<file path="config.mk">
export PLATFORM = sky130hd
export DESIGN_NAME = adc_input_config
export DESIGN_NICKNAME = d
export VERILOG_FILES = /design/src/adc_cfg_pkg.sv /design/src/adc_sel_decode.sv /design/src/adc_input_config.sv
export SDC_FILE = /design/constraint.sdc
export NUM_CORES = 1
export LEC_CHECK = 0
export ABC_CLOCK_PERIOD_IN_PS = 3040
export BUFFER_PORTS_ARGS = -buffer_cell sky130_fd_sc_hd__buf_4
export CAP_MARGIN = 5
export CORE_ASPECT_RATIO = 1.4
export CORE_MARGIN = 8
export CORE_UTILIZATION = 39
export DETAILED_ROUTE_END_ITERATION = 10
export PLACE_DENSITY = 0.79
export SLEW_MARGIN = 40
export SYNTH_ARGS = -nofsm -noshare
export SYNTH_HDL_FRONTEND = slang
export SYNTH_SLANG_ARGS = --single-unit
</file>
<file path="constraint.sdc">
create_clock -name CLK -period 3.04 [get_ports CLK]
set_clock_uncertainty 0.15 [all_clocks]
set_input_delay 0.456 -clock CLK [delete_from_list [all_inputs] [get_ports CLK]]
set_output_delay 0.456 -clock CLK [all_outputs]
set_load 0.02 [all_outputs]
</file>
<file path="src/adc_cfg_pkg.sv">
// constants and carrier types of the converter input configuration register
// assumes a classic wishbone slave port and a single 250 MHz clock
package adc_cfg_pkg;

    // ************************************************************
    // address map
    // ************************************************************
    localparam int ADR_W = 16;
    localparam logic [ADR_W-1:0] CFG_ADDR = 16'h21a8;
    localparam logic [31:0] CFG_RESET = 32'h0000_0000;
    // bits that hold state; all others read zero
    localparam logic [31:0] CFG_RW_MASK = 32'h0007_ff3f;

    // ************************************************************
    // field layout
    // ************************************************************
    localparam int GAIN_LSB = 16;
    localparam int GAIN_W = 3;
    localparam int OFFS_BIT = 15;
    localparam int RSV_LSB = 13;
    localparam int RSV_W = 2;
    localparam int NEG_LSB = 8;
    localparam int NEG_W = 5;
    localparam int POS_LSB = 0;
    localparam int POS_W = 6;

    // ************************************************************
    // gain codes and gain in halves (gain 1.5 -> 3)
    // ************************************************************
    localparam logic [2:0] GAIN_X1 = 3'h0;
    localparam logic [2:0] GAIN_X1P5 = 3'h1;
    localparam logic [2:0] GAIN_X2 = 3'h2;
    localparam logic [2:0] GAIN_X4 = 3'h3;
    localparam logic [2:0] GAIN_X9A = 3'h4;
    localparam logic [2:0] GAIN_X9B = 3'h5;
    localparam logic [4:0] HALVES_X1 = 5'h02;
    localparam logic [4:0] HALVES_X1P5 = 5'h03;
    localparam logic [4:0] HALVES_X2 = 5'h04;
    localparam logic [4:0] HALVES_X4 = 5'h08;
    localparam logic [4:0] HALVES_X9 = 5'h12;

    // ************************************************************
    // select code tables: one bit per defined code
    // ************************************************************
    localparam logic [31:0] NEG_VALID = 32'h0013_59f7;
    // positive code 17 is reserved, so bit 17 stays clear
    localparam logic [63:0] POS_VALID = 64'h0000_001a_efdd_fff7;
    localparam logic [NEG_W-1:0] NEG_TEMP_SENSOR = 5'h0b;
    localparam logic [NEG_W-1:0] NEG_EXCITE = 5'h14;
    localparam logic [POS_W-1:0] POS_CE_HALF = 6'h1f;
    localparam logic [POS_W-1:0] POS_EXCITE = 6'h24;

    // ************************************************************
    // carriers
    // ************************************************************
    typedef struct packed {
        logic [GAIN_W-1:0] gain;
        logic offset_cancel;
        logic [RSV_W-1:0] spare;
        logic [NEG_W-1:0] neg;
        logic [POS_W-1:0] pos;
    } cfg_s;

    typedef struct packed {
        logic [4:0] gain_halves;
        logic gain_valid;
        logic gain_conflict;
    } gain_s;

endpackage

</file>
<file path="src/adc_sel_decode.sv">
// one-hot decoder for one converter input multiplexer
// assumes code is stable register content; output lags it by one clock
`timescale 1ns/1ps
module adc_sel_decode #(
    parameter int W = 5,
    parameter logic [(1<<W)-1:0] VALID = '0
) (
    // clock and reset
    input wire logic clk,
    input wire logic reset_n,
    // select code
    input wire logic [W-1:0] code,
    // switch enables, bit n closes the switch of code n
    output logic [(1<<W)-1:0] route_q,
    output logic reserved_q
);
    localparam int N = 1 << W;

    if (W < 1 || W > 6) begin : g_bad_width
        $error("adc_sel_decode: W out of range");
    end

    wire is_defined = VALID[code];
    // reserved codes close no switch, same as the floating code
    wire [N-1:0] route_d = (is_defined && code != '0) ?
        (N'(1) << code) : '0;

    always_ff @(posedge clk) begin
        if (!reset_n) begin
            route_q <= '0;
            reserved_q <= 1'b0;
        end else begin
            route_q <= route_d;
            reserved_q <= !is_defined;
        end
    end

    a_reserved_float: assert property (@(posedge clk) disable iff (!reset_n)
        !VALID[code] |=> route_q == '0 && reserved_q)
        else $error("reserved select code closed a switch");

    a_route_onehot: assert property (@(posedge clk)
        disable iff (!reset_n)
        (VALID[code] && code != '0) |=> route_q == (N'(1) << $past(code)))
        else $error("defined select code routed wrongly");
endmodule

</file>
<file path="src/adc_input_config.sv">
// converter input configuration register behind a classic wishbone slave
// assumes one clock, synchronous active-low reset, bus inputs synchronous
`timescale 1ns/1ps
module adc_input_config
    import adc_cfg_pkg::*;
(
    // clock and reset
    input wire logic CLK,
    input wire logic RESET_N,
    // wishbone slave
    input wire logic WB_CYC_I,
    input wire logic WB_STB_I,
    input wire logic WB_WE_I,
    input wire logic [adc_cfg_pkg::ADR_W-1:0] WB_ADR_I,
    input wire logic [3:0] WB_SEL_I,
    input wire logic [31:0] WB_DAT_I,
    output logic [31:0] WB_DAT_O,
    output logic WB_ACK_O,
    // analog front end status in
    input wire logic AMP_ENABLE,
    // configuration out
    output adc_cfg_pkg::cfg_s CFG,
    output adc_cfg_pkg::gain_s GAIN,
    output logic [31:0] NEG_ROUTE,
    output logic NEG_RESERVED,
    output logic [63:0] POS_ROUTE,
    output logic POS_RESERVED
);
    import adc_cfg_pkg::*;

    // ************************************************************
    // bus decode
    // ************************************************************
    logic ack_q;
    logic [31:0] dat_q;
    cfg_s cfg_q;
    cfg_s cfg_d;
    gain_s gain_q;
    gain_s gain_d;

    wire req = WB_CYC_I && WB_STB_I && !ack_q;
    wire hit = WB_ADR_I[ADR_W-1:2] == CFG_ADDR[ADR_W-1:2];
    wire wr_hit = req && WB_WE_I && hit;
    wire rd_hit = req && !WB_WE_I && hit;

    // byte lanes: only lanes 0, 1 and 2 carry stored bits
    wire [31:0] lane_mask = {{8{WB_SEL_I[3]}}, {8{WB_SEL_I[2]}},
                             {8{WB_SEL_I[1]}}, {8{WB_SEL_I[0]}}};
    wire [31:0] wr_mask = lane_mask & CFG_RW_MASK;
    wire [31:0] cfg_word = {13'h0000, cfg_q.gain, cfg_q.offset_cancel,
                            cfg_q.spare, cfg_q.neg, 2'h0, cfg_q.pos};
    wire [31:0] new_word = (cfg_word & ~wr_mask) | (WB_DAT_I & wr_mask);

    // ************************************************************
    // register next value
    // ************************************************************
    always_comb begin
        cfg_d = cfg_q;
        if (wr_hit) begin
            cfg_d.gain = new_word[GAIN_LSB +: GAIN_W];
            cfg_d.offset_cancel = new_word[OFFS_BIT];
            cfg_d.spare = new_word[RSV_LSB +: RSV_W];
            cfg_d.neg = new_word[NEG_LSB +: NEG_W];
            cfg_d.pos = new_word[POS_LSB +: POS_W];
        end
    end

    // ************************************************************
    // gain decode
    // ************************************************************
    always_comb begin
        gain_d.gain_valid = 1'b1;
        case (cfg_d.gain)
            GAIN_X1: gain_d.gain_halves = HALVES_X1;
            GAIN_X1P5: gain_d.gain_halves = HALVES_X1P5;
            GAIN_X2: gain_d.gain_halves = HALVES_X2;
            GAIN_X4: gain_d.gain_halves = HALVES_X4;
            GAIN_X9A, GAIN_X9B: gain_d.gain_halves = HALVES_X9;
            default: begin
                // undefined codes fall back to unity gain
                gain_d.gain_halves = HALVES_X1;
                gain_d.gain_valid = 1'b0;
            end
        endcase
        // cancellation with the amplifier on is only calibrated at gain 4
        gain_d.gain_conflict = cfg_d.offset_cancel && AMP_ENABLE &&
            cfg_d.gain != GAIN_X4;
    end

    // ************************************************************
    // registers
    // ************************************************************
    always_ff @(posedge CLK) begin
        if (!RESET_N) begin
            cfg_q <= '0;
            gain_q <= '{gain_halves: HALVES_X1, gain_valid: 1'b1,
                        gain_conflict: 1'b0};
            ack_q <= 1'b0;
            dat_q <= CFG_RESET;
        end else begin
            cfg_q <= cfg_d;
            gain_q <= gain_d;
            ack_q <= req;
            if (req) begin
                // unmapped reads answer with zero rather than an error
                dat_q <= rd_hit ? cfg_word : 32'h0000_0000;
            end
        end
    end

    assign WB_ACK_O = ack_q;
    assign WB_DAT_O = dat_q;
    assign CFG = cfg_q;
    assign GAIN = gain_q;

    // ************************************************************
    // input multiplexer decoders
    // ************************************************************
    adc_sel_decode #(
        .W(NEG_W),
        .VALID(NEG_VALID)
    ) u_neg (
        .clk(CLK),
        .reset_n(RESET_N),
        .code(cfg_q.neg),
        .route_q(NEG_ROUTE),
        .reserved_q(NEG_RESERVED)
    );

    adc_sel_decode #(
        .W(POS_W),
        .VALID(POS_VALID)
    ) u_pos (
        .clk(CLK),
        .reset_n(RESET_N),
        .code(cfg_q.pos),
        .route_q(POS_ROUTE),
        .reserved_q(POS_RESERVED)
    );

    // ************************************************************
    // checks
    // ************************************************************
    a_reset_clears: assert property (@(posedge CLK)
        !RESET_N |=> CFG == '0 && !WB_ACK_O)
        else $error("register not cleared by reset");

    a_write_lands: assert property (@(posedge CLK) disable iff (!RESET_N)
        (wr_hit && WB_SEL_I == 4'hf) |=>
        CFG.gain == $past(WB_DAT_I[18:16]) &&
        CFG.offset_cancel == $past(WB_DAT_I[15]) &&
        CFG.neg == $past(WB_DAT_I[12:8]) &&
        CFG.pos == $past(WB_DAT_I[5:0]))
        else $error("full write did not land in fields");

    a_ack_single: assert property (@(posedge CLK) disable iff (!RESET_N)
        (WB_CYC_I && WB_STB_I && !WB_ACK_O) |=> WB_ACK_O ##1 !WB_ACK_O)
        else $error("ack not a single cycle after request");

    a_reserved_zero: assert property (@(posedge CLK)
        disable iff (!RESET_N)
        WB_ACK_O |-> WB_DAT_O[31:19] == '0 && WB_DAT_O[7:6] == '0)
        else $error("reserved bits read nonzero");

    a_unmapped_zero: assert property (@(posedge CLK) disable iff (!RESET_N)
        (req && !hit) |=> WB_ACK_O && WB_DAT_O == 32'h0000_0000)
        else $error("unmapped access not answered with zero");

    a_gain_four: assert property (@(posedge CLK) disable iff (!RESET_N)
        (cfg_d.gain == GAIN_X4) |=> GAIN.gain_halves == 5'h08)
        else $error("gain code 3 not reported as gain 4");

    a_gain_nine: assert property (@(posedge CLK) disable iff (!RESET_N)
        (cfg_d.gain == GAIN_X9A || cfg_d.gain == GAIN_X9B) |=>
        GAIN.gain_halves == 5'h12)
        else $error("gain codes 4 and 5 not reported as gain 9");

    a_conflict_flag: assert property (@(posedge CLK) disable iff (!RESET_N)
        ##1 GAIN.gain_conflict == ($past(cfg_d.offset_cancel) &&
        $past(AMP_ENABLE) && $past(cfg_d.gain) != 3'h3))
        else $error("cancellation gain conflict flag wrong");

    a_cancel_held: assert property (@(posedge CLK) disable iff (!RESET_N)
        !wr_hit |=> $stable(CFG.offset_cancel))
        else $error("cancellation bit changed without a write");

    a_temp_route: assert property (@(posedge CLK) disable iff (!RESET_N)
        (CFG.neg == NEG_TEMP_SENSOR && $stable(CFG.neg)) |=>
        NEG_ROUTE == 32'h0000_0800)
        else $error("sensor negative output not routed");

    a_excite_route: assert property (@(posedge CLK) disable iff (!RESET_N)
        CFG.pos == POS_EXCITE |=> POS_ROUTE[36] && !POS_RESERVED)
        else $error("excitation node not routed");

    a_half_ce_route: assert property (@(posedge CLK) disable iff (!RESET_N)
        CFG.pos == POS_CE_HALF |=> POS_ROUTE[31])
        else $error("half counter electrode not routed");
endmodule

</file>
==> impl_metrics.yaml, run 1 <==
status:
  status: "finished, final reports clean"
clock_network:
  insertion_delay_ps: 400
  cts.sinks: 142
  cts_tree: "built"
  cts_setup_buffers: 0
  cts_root_buf: "clkbuf_16"
  ctsResizeCount: 0
  cts_buffer_depth: 2
  hold_buffers: 0
  htreeDepth: 4
  clkTransAtPathRegs_ps: 60
  cts_buffers: 17
floorplan:
  start_util_pct: 39.4
  die_h_um: 145
  ios: 213
  rows: 47
  coreArea_um2: 11700
  dieArea_um2: 15600
  fp.dieW_um: 108
run:
  drv_cap: 0
timing:
  period_needed_ps: 2420
  setup_viol: 0
  fin_setup_tns_ps: 0
  hold_ws_ps: 132
  finalCritPeriodShare_pct: 79.6
  relSlewSlack_pct: 45.0
  slew_viol_final: 0
  rsz0062_at_grt: "no"
  worst_pin_slew_ps: 822
  final_hold_viol_count: 0
  fmax_ghz: 0.413
global_route:
  grt_overflow_total: 0
  antenna_found_initial: 0
  grt_max_degree: 20
  grt_pass1_wl_mm: 20.0
  grt_usage_pct: 16.4
  first_global_vias: 3991
yosys:
  syn_area_per_cell_um2: 9.92
  synthFlopType: "dfxtp_1"
  synthArstFlopShare_pct: 0
  synth_edf_count: 0
  yosysWarnings: 0
  ys_seq_area_share_pct: 61.7
  ys_types: 41
  syn-cell-area_um2: 4610
  synthTopCellsByArea: "dfxtp_1 62%, nor2_1 11%, mux2i_1 4.1%"
  ys_ff_latch: 142
  synth_top_area_cell: "dfxtp_1"
  syn_inst: 465
  synth_top_area_share_pct: 61.7
layout:
  final_common_cell: "buf_4"
  n_antenna_cell: 0
  drive_above_1_share_pct: 35.7
  fill_cells: 947
  final_cell_mix: "186 x buf_4, 142 x dfxtp_1, 133 x nor2_1"
  utilization_pct: 56.9
  area_delta_synth_final_pct: 44.3
  nNetsFinal: 710
  final_cells: 811
pwr:
  peakVddDrop_v: 0.000348
  p_leak_nw: 2.87
  powerDensity_nw_per_um2: 608
detailed_routing:
  drc_errors: 0
  ant_nets: 0
  drt_first_iter_violations: 123
  post_drt_via_cell_ratio: 4.76
  vias: 3857
  first_pass_iters: 4
  wl_per_cell_um: 16.2
  drt-total-wl_mm: 13.1
critical_path:
  cp_max_fo: 9
  ff2ff_setup_slack_ps: 780
  cp-start-kind: "input port"
  cp.arrival_ps: 2550
  critPathRequiredTime_ps: 3170
  setup.worst_path.end_class: "flip-flop"
  path_class: "input port to flip-flop"
placement:
  gp_congestion: 0.820
  placed_cells: 779
  dp_hpwl_mm: 10.0
  io_buffers: 179
worst_hold_path:
  hp-class: "input port to flip-flop"
==> stage by stage <==
step | total power (W) | area (µm²) | setup WS [ps]
after floorplan | 0.00197 | 4670 | 539
after global routing | 0.00418 | 6650 | 482
after global placement | 0.00201 | 6060 | 269
final | 0.00405 | 6650 | 620
after detailed placement | 0.00202 | 6060 | 246
after CTS | 0.00408 | 6650 | 654
==> path summary, 6_finish.rpt <==
kind / startpoint / end / cells past startpoint
worst min register to register: u_neg.is_defined$_DFF_P_ / u_neg.reserved_q$_SDFF_PN0_ / 1
worst max register to register: WB_ACK_O$_SDFF_PN0_ / u_neg.is_defined$_DFF_P_ / 11
worst max-delay path: WB_ADR_I[10] / u_neg.is_defined$_DFF_P_ / 13
worst min-delay path: AMP_ENABLE / GAIN[0]$_SDFF_PN0_ / 2
==> registers in the layout, indices dropped and copies added (netlist names), named ones only <==
signal and flops:
WB_ACK_O 1, CFG 15, u_pos.is_defined 1, u_neg.reserved_q 1
u_neg.route_q 32, u_pos.reserved_q 1, WB_DAT_O 17, u_pos.route_q 64
u_neg.is_defined 1, GAIN 7
==> layout make-up <==
cell class              count  area, µm²  area share (%)
flip-flops and latches    142       2840            42.7
multi-input cells         298       1590            24.0
repair buffers            187       1420            21.3
clock buffers              17        425            6.39
well taps                 147        184            2.76
clock inverters            15        173            2.59
inverters                   5       18.8           0.282
==> per-layer routing <==
metal,vias up,part of all wire [%],global-route usage [%]
li1,1871,-,-
met1,1799,36,16.1
met2,166,53,30.1
met3,21,8.5,5.36
met4,0,2.4,7.62
met5,-,0,0
==> cells by family after synthesis <==
family,synth area share (%)
AO/OA/AOI/OAI,4.97
adder cells (fa/ha/maj),0.271
buffers and inverters,5.18
flip-flops,61.7
multiplexers,4.61
other,0.0813
AND/OR/NAND/NOR,23.2
==> critical path: stages <==
cell and delay (ps):
buf_4 120, nor4b_4 330, nand3_4 150, nor3_2 320
buf_12 190, mux2i_1 80, nor2_1 140, inv_1 60
ha_1 190, o21ai_0 170, a22oi_1 100, mux2i_1 150
a22oi_1 100
==> synthesized netlist by cell type, types with 2 or more instances <==
master,instances
or3_1,2
mux2_2,2
nand4b_1,2
nor2_1,133
inv_1,4
nor3_1,7
nand3b_1,3
buf_4,15
nand2b_1,5
clkbuf_8,2
nor2b_1,5
nor4_1,2
clkbuf_1,15
nand2_1,37
o21ai_0,8
and4bb_2,2
nor3_4,2
mux2i_1,19
buf_1,2
and3_1,3
dfxtp_1,142
or2_2,4
a22oi_1,20
nand3_1,9
nand4_1,4
==> where the power goes <==
part,internal (W),switching [W],leakage (nW)
logic,0.0000482,0.0000633,1.44
registers,0.00186,0.000000667,1.14
clock network,0.00124,0.000835,0.289
Note: power is estimated with default switching activity, not from simulation.
==> run 2: changes to the inputs <==
Settings changed: ABC_AREA from default to 1, ABC_CLOCK_PERIOD_IN_PS 3040 to 2150, PLACE_DENSITY 0.79 to 0.8.
Clock period 3.04 ns to 2.15 ns, I/O delays scaled along.
==> impl_metrics.yaml, run 2 <==
status:
  status: "finished, final reports clean"
detailed_routing:
  drc_errors: 0
  drt-total-wl_mm: 14.3
  ant_nets: 0
  first_pass_iters: 5
  post_drt_via_cell_ratio: 4.77
  vias: 4492
  wl_per_cell_um: 15.2
  drt_first_iter_violations: 146
placement:
  gp_congestion: 0.927
  place_area_um2: 6440
  dp_hpwl_mm: 10.9
  io_buffers: 179
floorplan:
  rows: 48
  coreArea_um2: 12300
  ios: 213
  die_h_um: 149
  fp.dieW_um: 111
  start_util_pct: 39.8
  dieArea_um2: 16500
critical_path:
  cp_max_fo: 5
  cp.arrival_ps: 2160
  cp_top_family: "simple AND/OR/NAND/NOR gates"
  critPathRequiredTime_ps: 2310
  crit_chain: "nand3b_1 -> nor2_4 -> nand3_4 -> nand2_2 -> o21ai_2 -> nor2_2 -> inv_1 -> ha_1 -> inv_1 -> nand2_1 -> nand2_1 -> nand2_1 -> nand2_1 -> nand2_1 -> nand2_1"
  cp-start-kind: "flip-flop"
  setup.worst_path.end_class: "flip-flop"
  critPathMostFrequentCell: "nand2_1"
  max_stage_delay_ps: 310
  slowest_stage: "dfxtp_1"
  cp_num_buf_inv: 2
  path_class: "flip-flop to flip-flop"
worst_hold_path:
  hp-class: "input port to flip-flop"
run:
  drv_cap: 0
yosys:
  synth_top_area_cell: "dfxtp_1"
  synthArstFlopShare_pct: 0
  ys_seq_area_share_pct: 58.0
  syn_inst: 582
  synth_edf_count: 0
  yosysWarnings: 0
  ys_ff_latch: 142
  synth_top_area_share_pct: 58.0
  yosys.cell_count.top_type: "dfxtp_1"
  ys_top_cells_by_count: "142 x dfxtp_1, 120 x nor2_1, 93 x nand2_1, 39 x nand4_1, 34 x inv_1"
  synthFlopType: "dfxtp_1"
  synthTopCellsByArea: "dfxtp_1 58%, nor2_1 9.2%, nand2_1 7.1%"
  ys_types: 33
  syn-cell-area_um2: 4900
  syn_area_per_cell_um2: 8.42
pwr:
  powerDensity_nw_per_um2: 834
  p_leak_nw: 3.17
  peakVddDrop_v: 0.000471
global_route:
  grt_usage_pct: 17.2
  grt_pass1_wl_mm: 23.0
  first_global_vias: 4444
  grt_max_degree: 33
  grt_overflow_total: 0
  antenna_found_initial: 0
timing:
  setup_viol: 0
  relSlewSlack_pct: 59.8
  fmax_ghz: 0.501
  slew_viol_final: 0
  period_needed_ps: 2000
  finalCritPeriodShare_pct: 92.9
  fin_setup_tns_ps: 0
  final_hold_viol_count: 0
  worst_pin_slew_ps: 602
layout:
  fill_cells: 1058
  multi_input_area_um2: 1730
  area_delta_synth_final_pct: 45.1
  n_antenna_cell: 0
  regMostFlops: "u_pos.route_q"
  largest_register_ffs: 64
  nNetsFinal: 837
  drive_above_1_share_pct: 33.2
  final_cell_mix: "205 x buf_4, 142 x dfxtp_1, 119 x nor2_1"
  fin_area_um2: 7110
  final_common_cell: "buf_4"
  final-seq-area_um2: 2840
clock_network:
  clkTransAtPathRegs_ps: 60
  insertion_delay_ps: 410
  cts_buffers: 17
  cts_buffer_depth: 2
  htreeDepth: 4
  cts.sinks: 142
  cts_tree: "built"
  cts_root_buf: "clkbuf_16"
[run 2: timing repair]
| item | CTS | global route |
|---|---|---|
| resized for setup | 0 | 4 |
| hold buffers | 1 | 0 |
| setup endpoints to repair | 0 | 1 |
| hold endpoints to repair | 1 | 0 |
| buffers inserted | 0 | 2 |
[run 2: tightest hold or removal path: cells and delay by family]
family / cells / cell delay, ps
AND/OR/NAND/NOR: 2 / 180
buffers and inverters: 1 / 80
[run 2: logic make-up after synthesis]
kind of cell | synth area share (%)
AO/OA/AOI/OAI | 5.36
other | 0.0765
AND/OR/NAND/NOR | 28.1
adder cells (fa/ha/maj) | 0.255
flip-flops | 58.0
buffers and inverters | 8.17
[run 2: final timing paths]
path	from	to	slack, ps	cells past startpoint
worst max-delay path	WB_ACK_O$_SDFF_PN0_	u_neg.is_defined$_DFF_P_	150	15
worst min-delay path	WB_DAT_I[14]	flip-flop	60	3
worst max register to register	WB_ACK_O$_SDFF_PN0_	u_neg.is_defined$_DFF_P_	150	15
worst min register to register	WB_DAT_O[14]$_SDFFE_PN0N_	WB_DAT_O[14]$_SDFFE_PN0N_	320	2
[run 2: final cells by class]
type / count / share of cell area, %
Sequential cell: 142 / 40.0
Multi-Input combinational cell: 371 / 24.3
Timing Repair Buffer: 207 / 22.1
Clock buffer: 17 / 5.98
Clock inverter: 15 / 2.94
Tap cell: 150 / 2.64
Inverter: 39 / 2.08
[run 2: stage by stage]
stage | total power, W | hold WS, ps | cells | setup WS, ps | util, %
floorplan | 0.00280 | 276 | 598 | 153 | -
detailed placement | 0.00286 | 310 | 906 | -1.91 | 52.3
CTS | 0.00597 | 50.0 | 939 | 175 | 57.5
global placement | 0.00286 | 298 | 906 | 20.2 | 52.3
finish | 0.00593 | 64.7 | 941 | 153 | 57.8
global route | 0.00610 | 75.8 | 941 | -5.09 | 57.8
[run 2: where the power goes]
part | internal (W) | switching [W]
Sequential | 0.00263 | 0.000000743
Combinational | 0.0000683 | 0.000103
Clock | 0.00196 | 0.00116
Total | 0.00466 | 0.00127
[run 2: per-layer routing]
layer	vias up	GRT usage [%]	wire length, µm
li1	2242	-	-
met1	2043	17.6	5450
met2	183	31.1	7600
met3	24	4.80	955
met4	0	9.22	337
met5	-	0	0
==> run 3: changes to the inputs <==
Settings changed: PLACE_DENSITY 0.8 to 0.81, SYNTH_HIERARCHICAL from default to 1.
==> impl_metrics.yaml, run 3 <==
status:
  status: "finished, final reports clean"
detailed_routing:
  first_pass_iters: 5
  drt-total-wl_mm: 11.9
  wl_per_cell_um: 13.5
  ant_nets: 0
  vias: 3893
  drt_first_iter_violations: 144
  post_drt_via_cell_ratio: 4.39
  drc_errors: 0
timing:
  relSlewSlack_pct: 49.9
  finalCritPeriodShare_pct: 84.6
  layout_setup_ws_ps: 332
  fin_setup_tns_ps: 0
  fmax_ghz: 0.550
  slew_viol_final: 0
  rsz0062_at_grt: "no"
  worst_pin_slew_ps: 751
  final_hold_viol_count: 0
  setup_viol: 0
  period_needed_ps: 1820
floorplan:
  ios: 213
  coreArea_um2: 11800
  dieArea_um2: 16000
  rows: 47
  die_h_um: 146
  start_util_pct: 40.0
  fp.dieW_um: 109
critical_path:
  setup.worst_path.end_class: "flip-flop"
  cp-start-kind: "flip-flop"
  reg2reg_depth: 6
  r2r-start: "WB_ACK_O$_SDFF_PN0_"
  critPathRequiredTime_ps: 2320
  ff2ff_setup_slack_ps: 330
  path_class: "flip-flop to flip-flop"
  cp_max_fo: 19
  cp.arrival_ps: 1990
  startpoint: "WB_ACK_O$_SDFF_PN0_"
layout:
  regMostFlops: "u_pos/route_q"
  final_cell_mix: "188 x buf_4, 140 x dfxtp_1, 77 x nand2_1"
  n_antenna_cell: 0
  drive_above_1_share_pct: 40.0
  nNetsFinal: 790
  final_cells: 887
  largest_register_ffs: 64
  area_delta_synth_final_pct: 45.8
  final_common_cell: "buf_4"
yosys:
  ys_ff_latch: 140
  syn-cell-area_um2: 4730
  synth_edf_count: 0
  synthFlopType: "dfxtp_1"
  synthTopCellsByArea: "dfxtp_1 59%, nand2_1 6.1%, nor2_2 4.4%"
  synth_top_family_by_area: "simple AND/OR/NAND/NOR gates"
  ys_types: 33
  syn_area_per_cell_um2: 9.53
  syn_inst: 496
  synth_mux_area_share_pct: 0
  synthAdderAreaFrac_pct: 1.06
  ys_top_cells_by_count: "140 x dfxtp_1, 77 x nand2_1, 46 x nor2_1, 33 x nor2_2, 31 x nand3_1"
  synth_simple_gate_area_share_pct: 25.4
  yosys.cell_count.top_type: "dfxtp_1"
  synth_xor_area_share_pct: 0
  synth_top_area_share_pct: 59.3
  ys_seq_area_share_pct: 59.3
  synthArstFlopShare_pct: 0
  yosysWarnings: 6
  synth_compound_area_share_pct: 5.93
  synth_top_area_cell: "dfxtp_1"
placement:
  gp_congestion: 0.822
  io_buffers: 179
  placed_cells: 856
  dp_hpwl_mm: 9.04
  pre_cts_ws_ps: 223
worst_hold_path:
  hp-class: "input port to flip-flop"
global_route:
  grt_pass1_wl_mm: 19.0
  grt_overflow_total: 0
  antenna_found_initial: 0
  grt_max_degree: 38
  first_global_vias: 3929
  grt_usage_pct: 15.1
pwr:
  pwr-share-clk_pct: 50.6
  p_int_w: 0.00460
  pwr-share-comb_pct: 4.6
  power_switching_w: 0.00132
  pwr-share-seq_pct: 44.8
  powerDensity_nw_per_um2: 858
  p_leak_nw: 3.13
  peakVddDrop_v: 0.000459
  swShare_pct: 22.3
clock_network:
  insertion_delay_ps: 400
  cts_tree: "built"
  cts.sinks: 140
  ctsResizeCount: 0
  cts_buffer_depth: 2
  hold_buffers: 0
  cts_buffers: 17
  cts_root_buf: "clkbuf_16"
  cts_setup_buffers: 0
  htreeDepth: 4
  clkTransAtPathRegs_ps: 60
run:
  drv_cap: 0
[run 3: changes by cell type after synthesis, sizes merged, moves of 3 or more]
cell | before | now
clkbuf | 21 | 4
nand4 | 39 | 10
nand3 | 27 | 34
o211ai | 3 | 0
clkinv | 4 | 1
nand2 | 99 | 96
nor2 | 124 | 81
ha | 1 | 4
o21ai | 18 | 15
a21oi | 24 | 32
[run 3: cell families after synthesis]
family,count (synthesis)
AOI/OAI and AO/OA,48
adders and majority gates,4
buffers and inverters,66
DFF,140
other,3
and+or+nand+nor,235
[run 3: layer usage]
metal | up-vias | global-route usage (%) | part of all wire (%)
li1 | 1969 | - | -
met1 | 1727 | 16.6 | 40
met2 | 190 | 25.0 | 48
met3 | 7 | 6.74 | 11
met4 | 0 | 5.09 | 1.0
met5 | - | 0 | 0
[run 3: area by class of cell]
type / count / area [µm²]
clock inverter: 14 / 184
fill: 1013 / 4930
inverter: 35 / 134
sequential: 140 / 2800
timing repair buffer: 188 / 1410
tap: 147 / 184
multi-input combinational: 346 / 1750
clock buffer: 17 / 425
[run 3: how the worst min path moves through the flow]
| stage | startpoint | endpoint | slack, ps | depth (start not counted) |
|---|---|---|---|---|
| after floorplan | RESET_N | u_pos/reserved_q$_SDFF_PN0_ | 280 | 2 |
| after global placement | WB_DAT_O[5]$_SDFFE_PN0N_ | WB_DAT_O[5]$_SDFFE_PN0N_ | 300 | 2 |
| after detailed placement | WB_DAT_O[10]$_SDFFE_PN0N_ | WB_DAT_O[10]$_SDFFE_PN0N_ | 310 | 2 |
| after CTS | WB_DAT_I[14] | flip-flop | 10 | 3 |
| after global routing | WB_DAT_I[14] | flip-flop | 10 | 3 |
| final | WB_DAT_I[14] | flip-flop | 30 | 3 |
[run 3: per-stage QoR]
stage          util, %  hold slack, ps  total power (W)  area, µm²
2_1_floorplan        -             285          0.00286       4940
3_3_place_gp      53.2             303          0.00298       6280
3_5_place_dp      53.2             313          0.00298       6280
4_1_cts           58.3            13.7          0.00599       6890
5_1_grt           58.3            11.8          0.00616       6890
6_report          58.3            30.2          0.00591       6890
[run 3: power groups by stage]
stage                     clock, W  combinational, W  sequential (W)
after floorplan                  0         0.0000939         0.00277
after global placement           0          0.000269         0.00271
after detailed placement         0          0.000271         0.00271
after CTS                  0.00306          0.000271         0.00265
after global routing       0.00322          0.000291         0.00265
final                      0.00299          0.000272         0.00265
[run 3: critical path, cell delays in order (launching register included)]
cell,delay (ps)
dfxtp_1,320
nand3b_2,210
nor2_2,250
nand3_4,260
nor2_2,310
nand2_1,90
a21oi_1,150
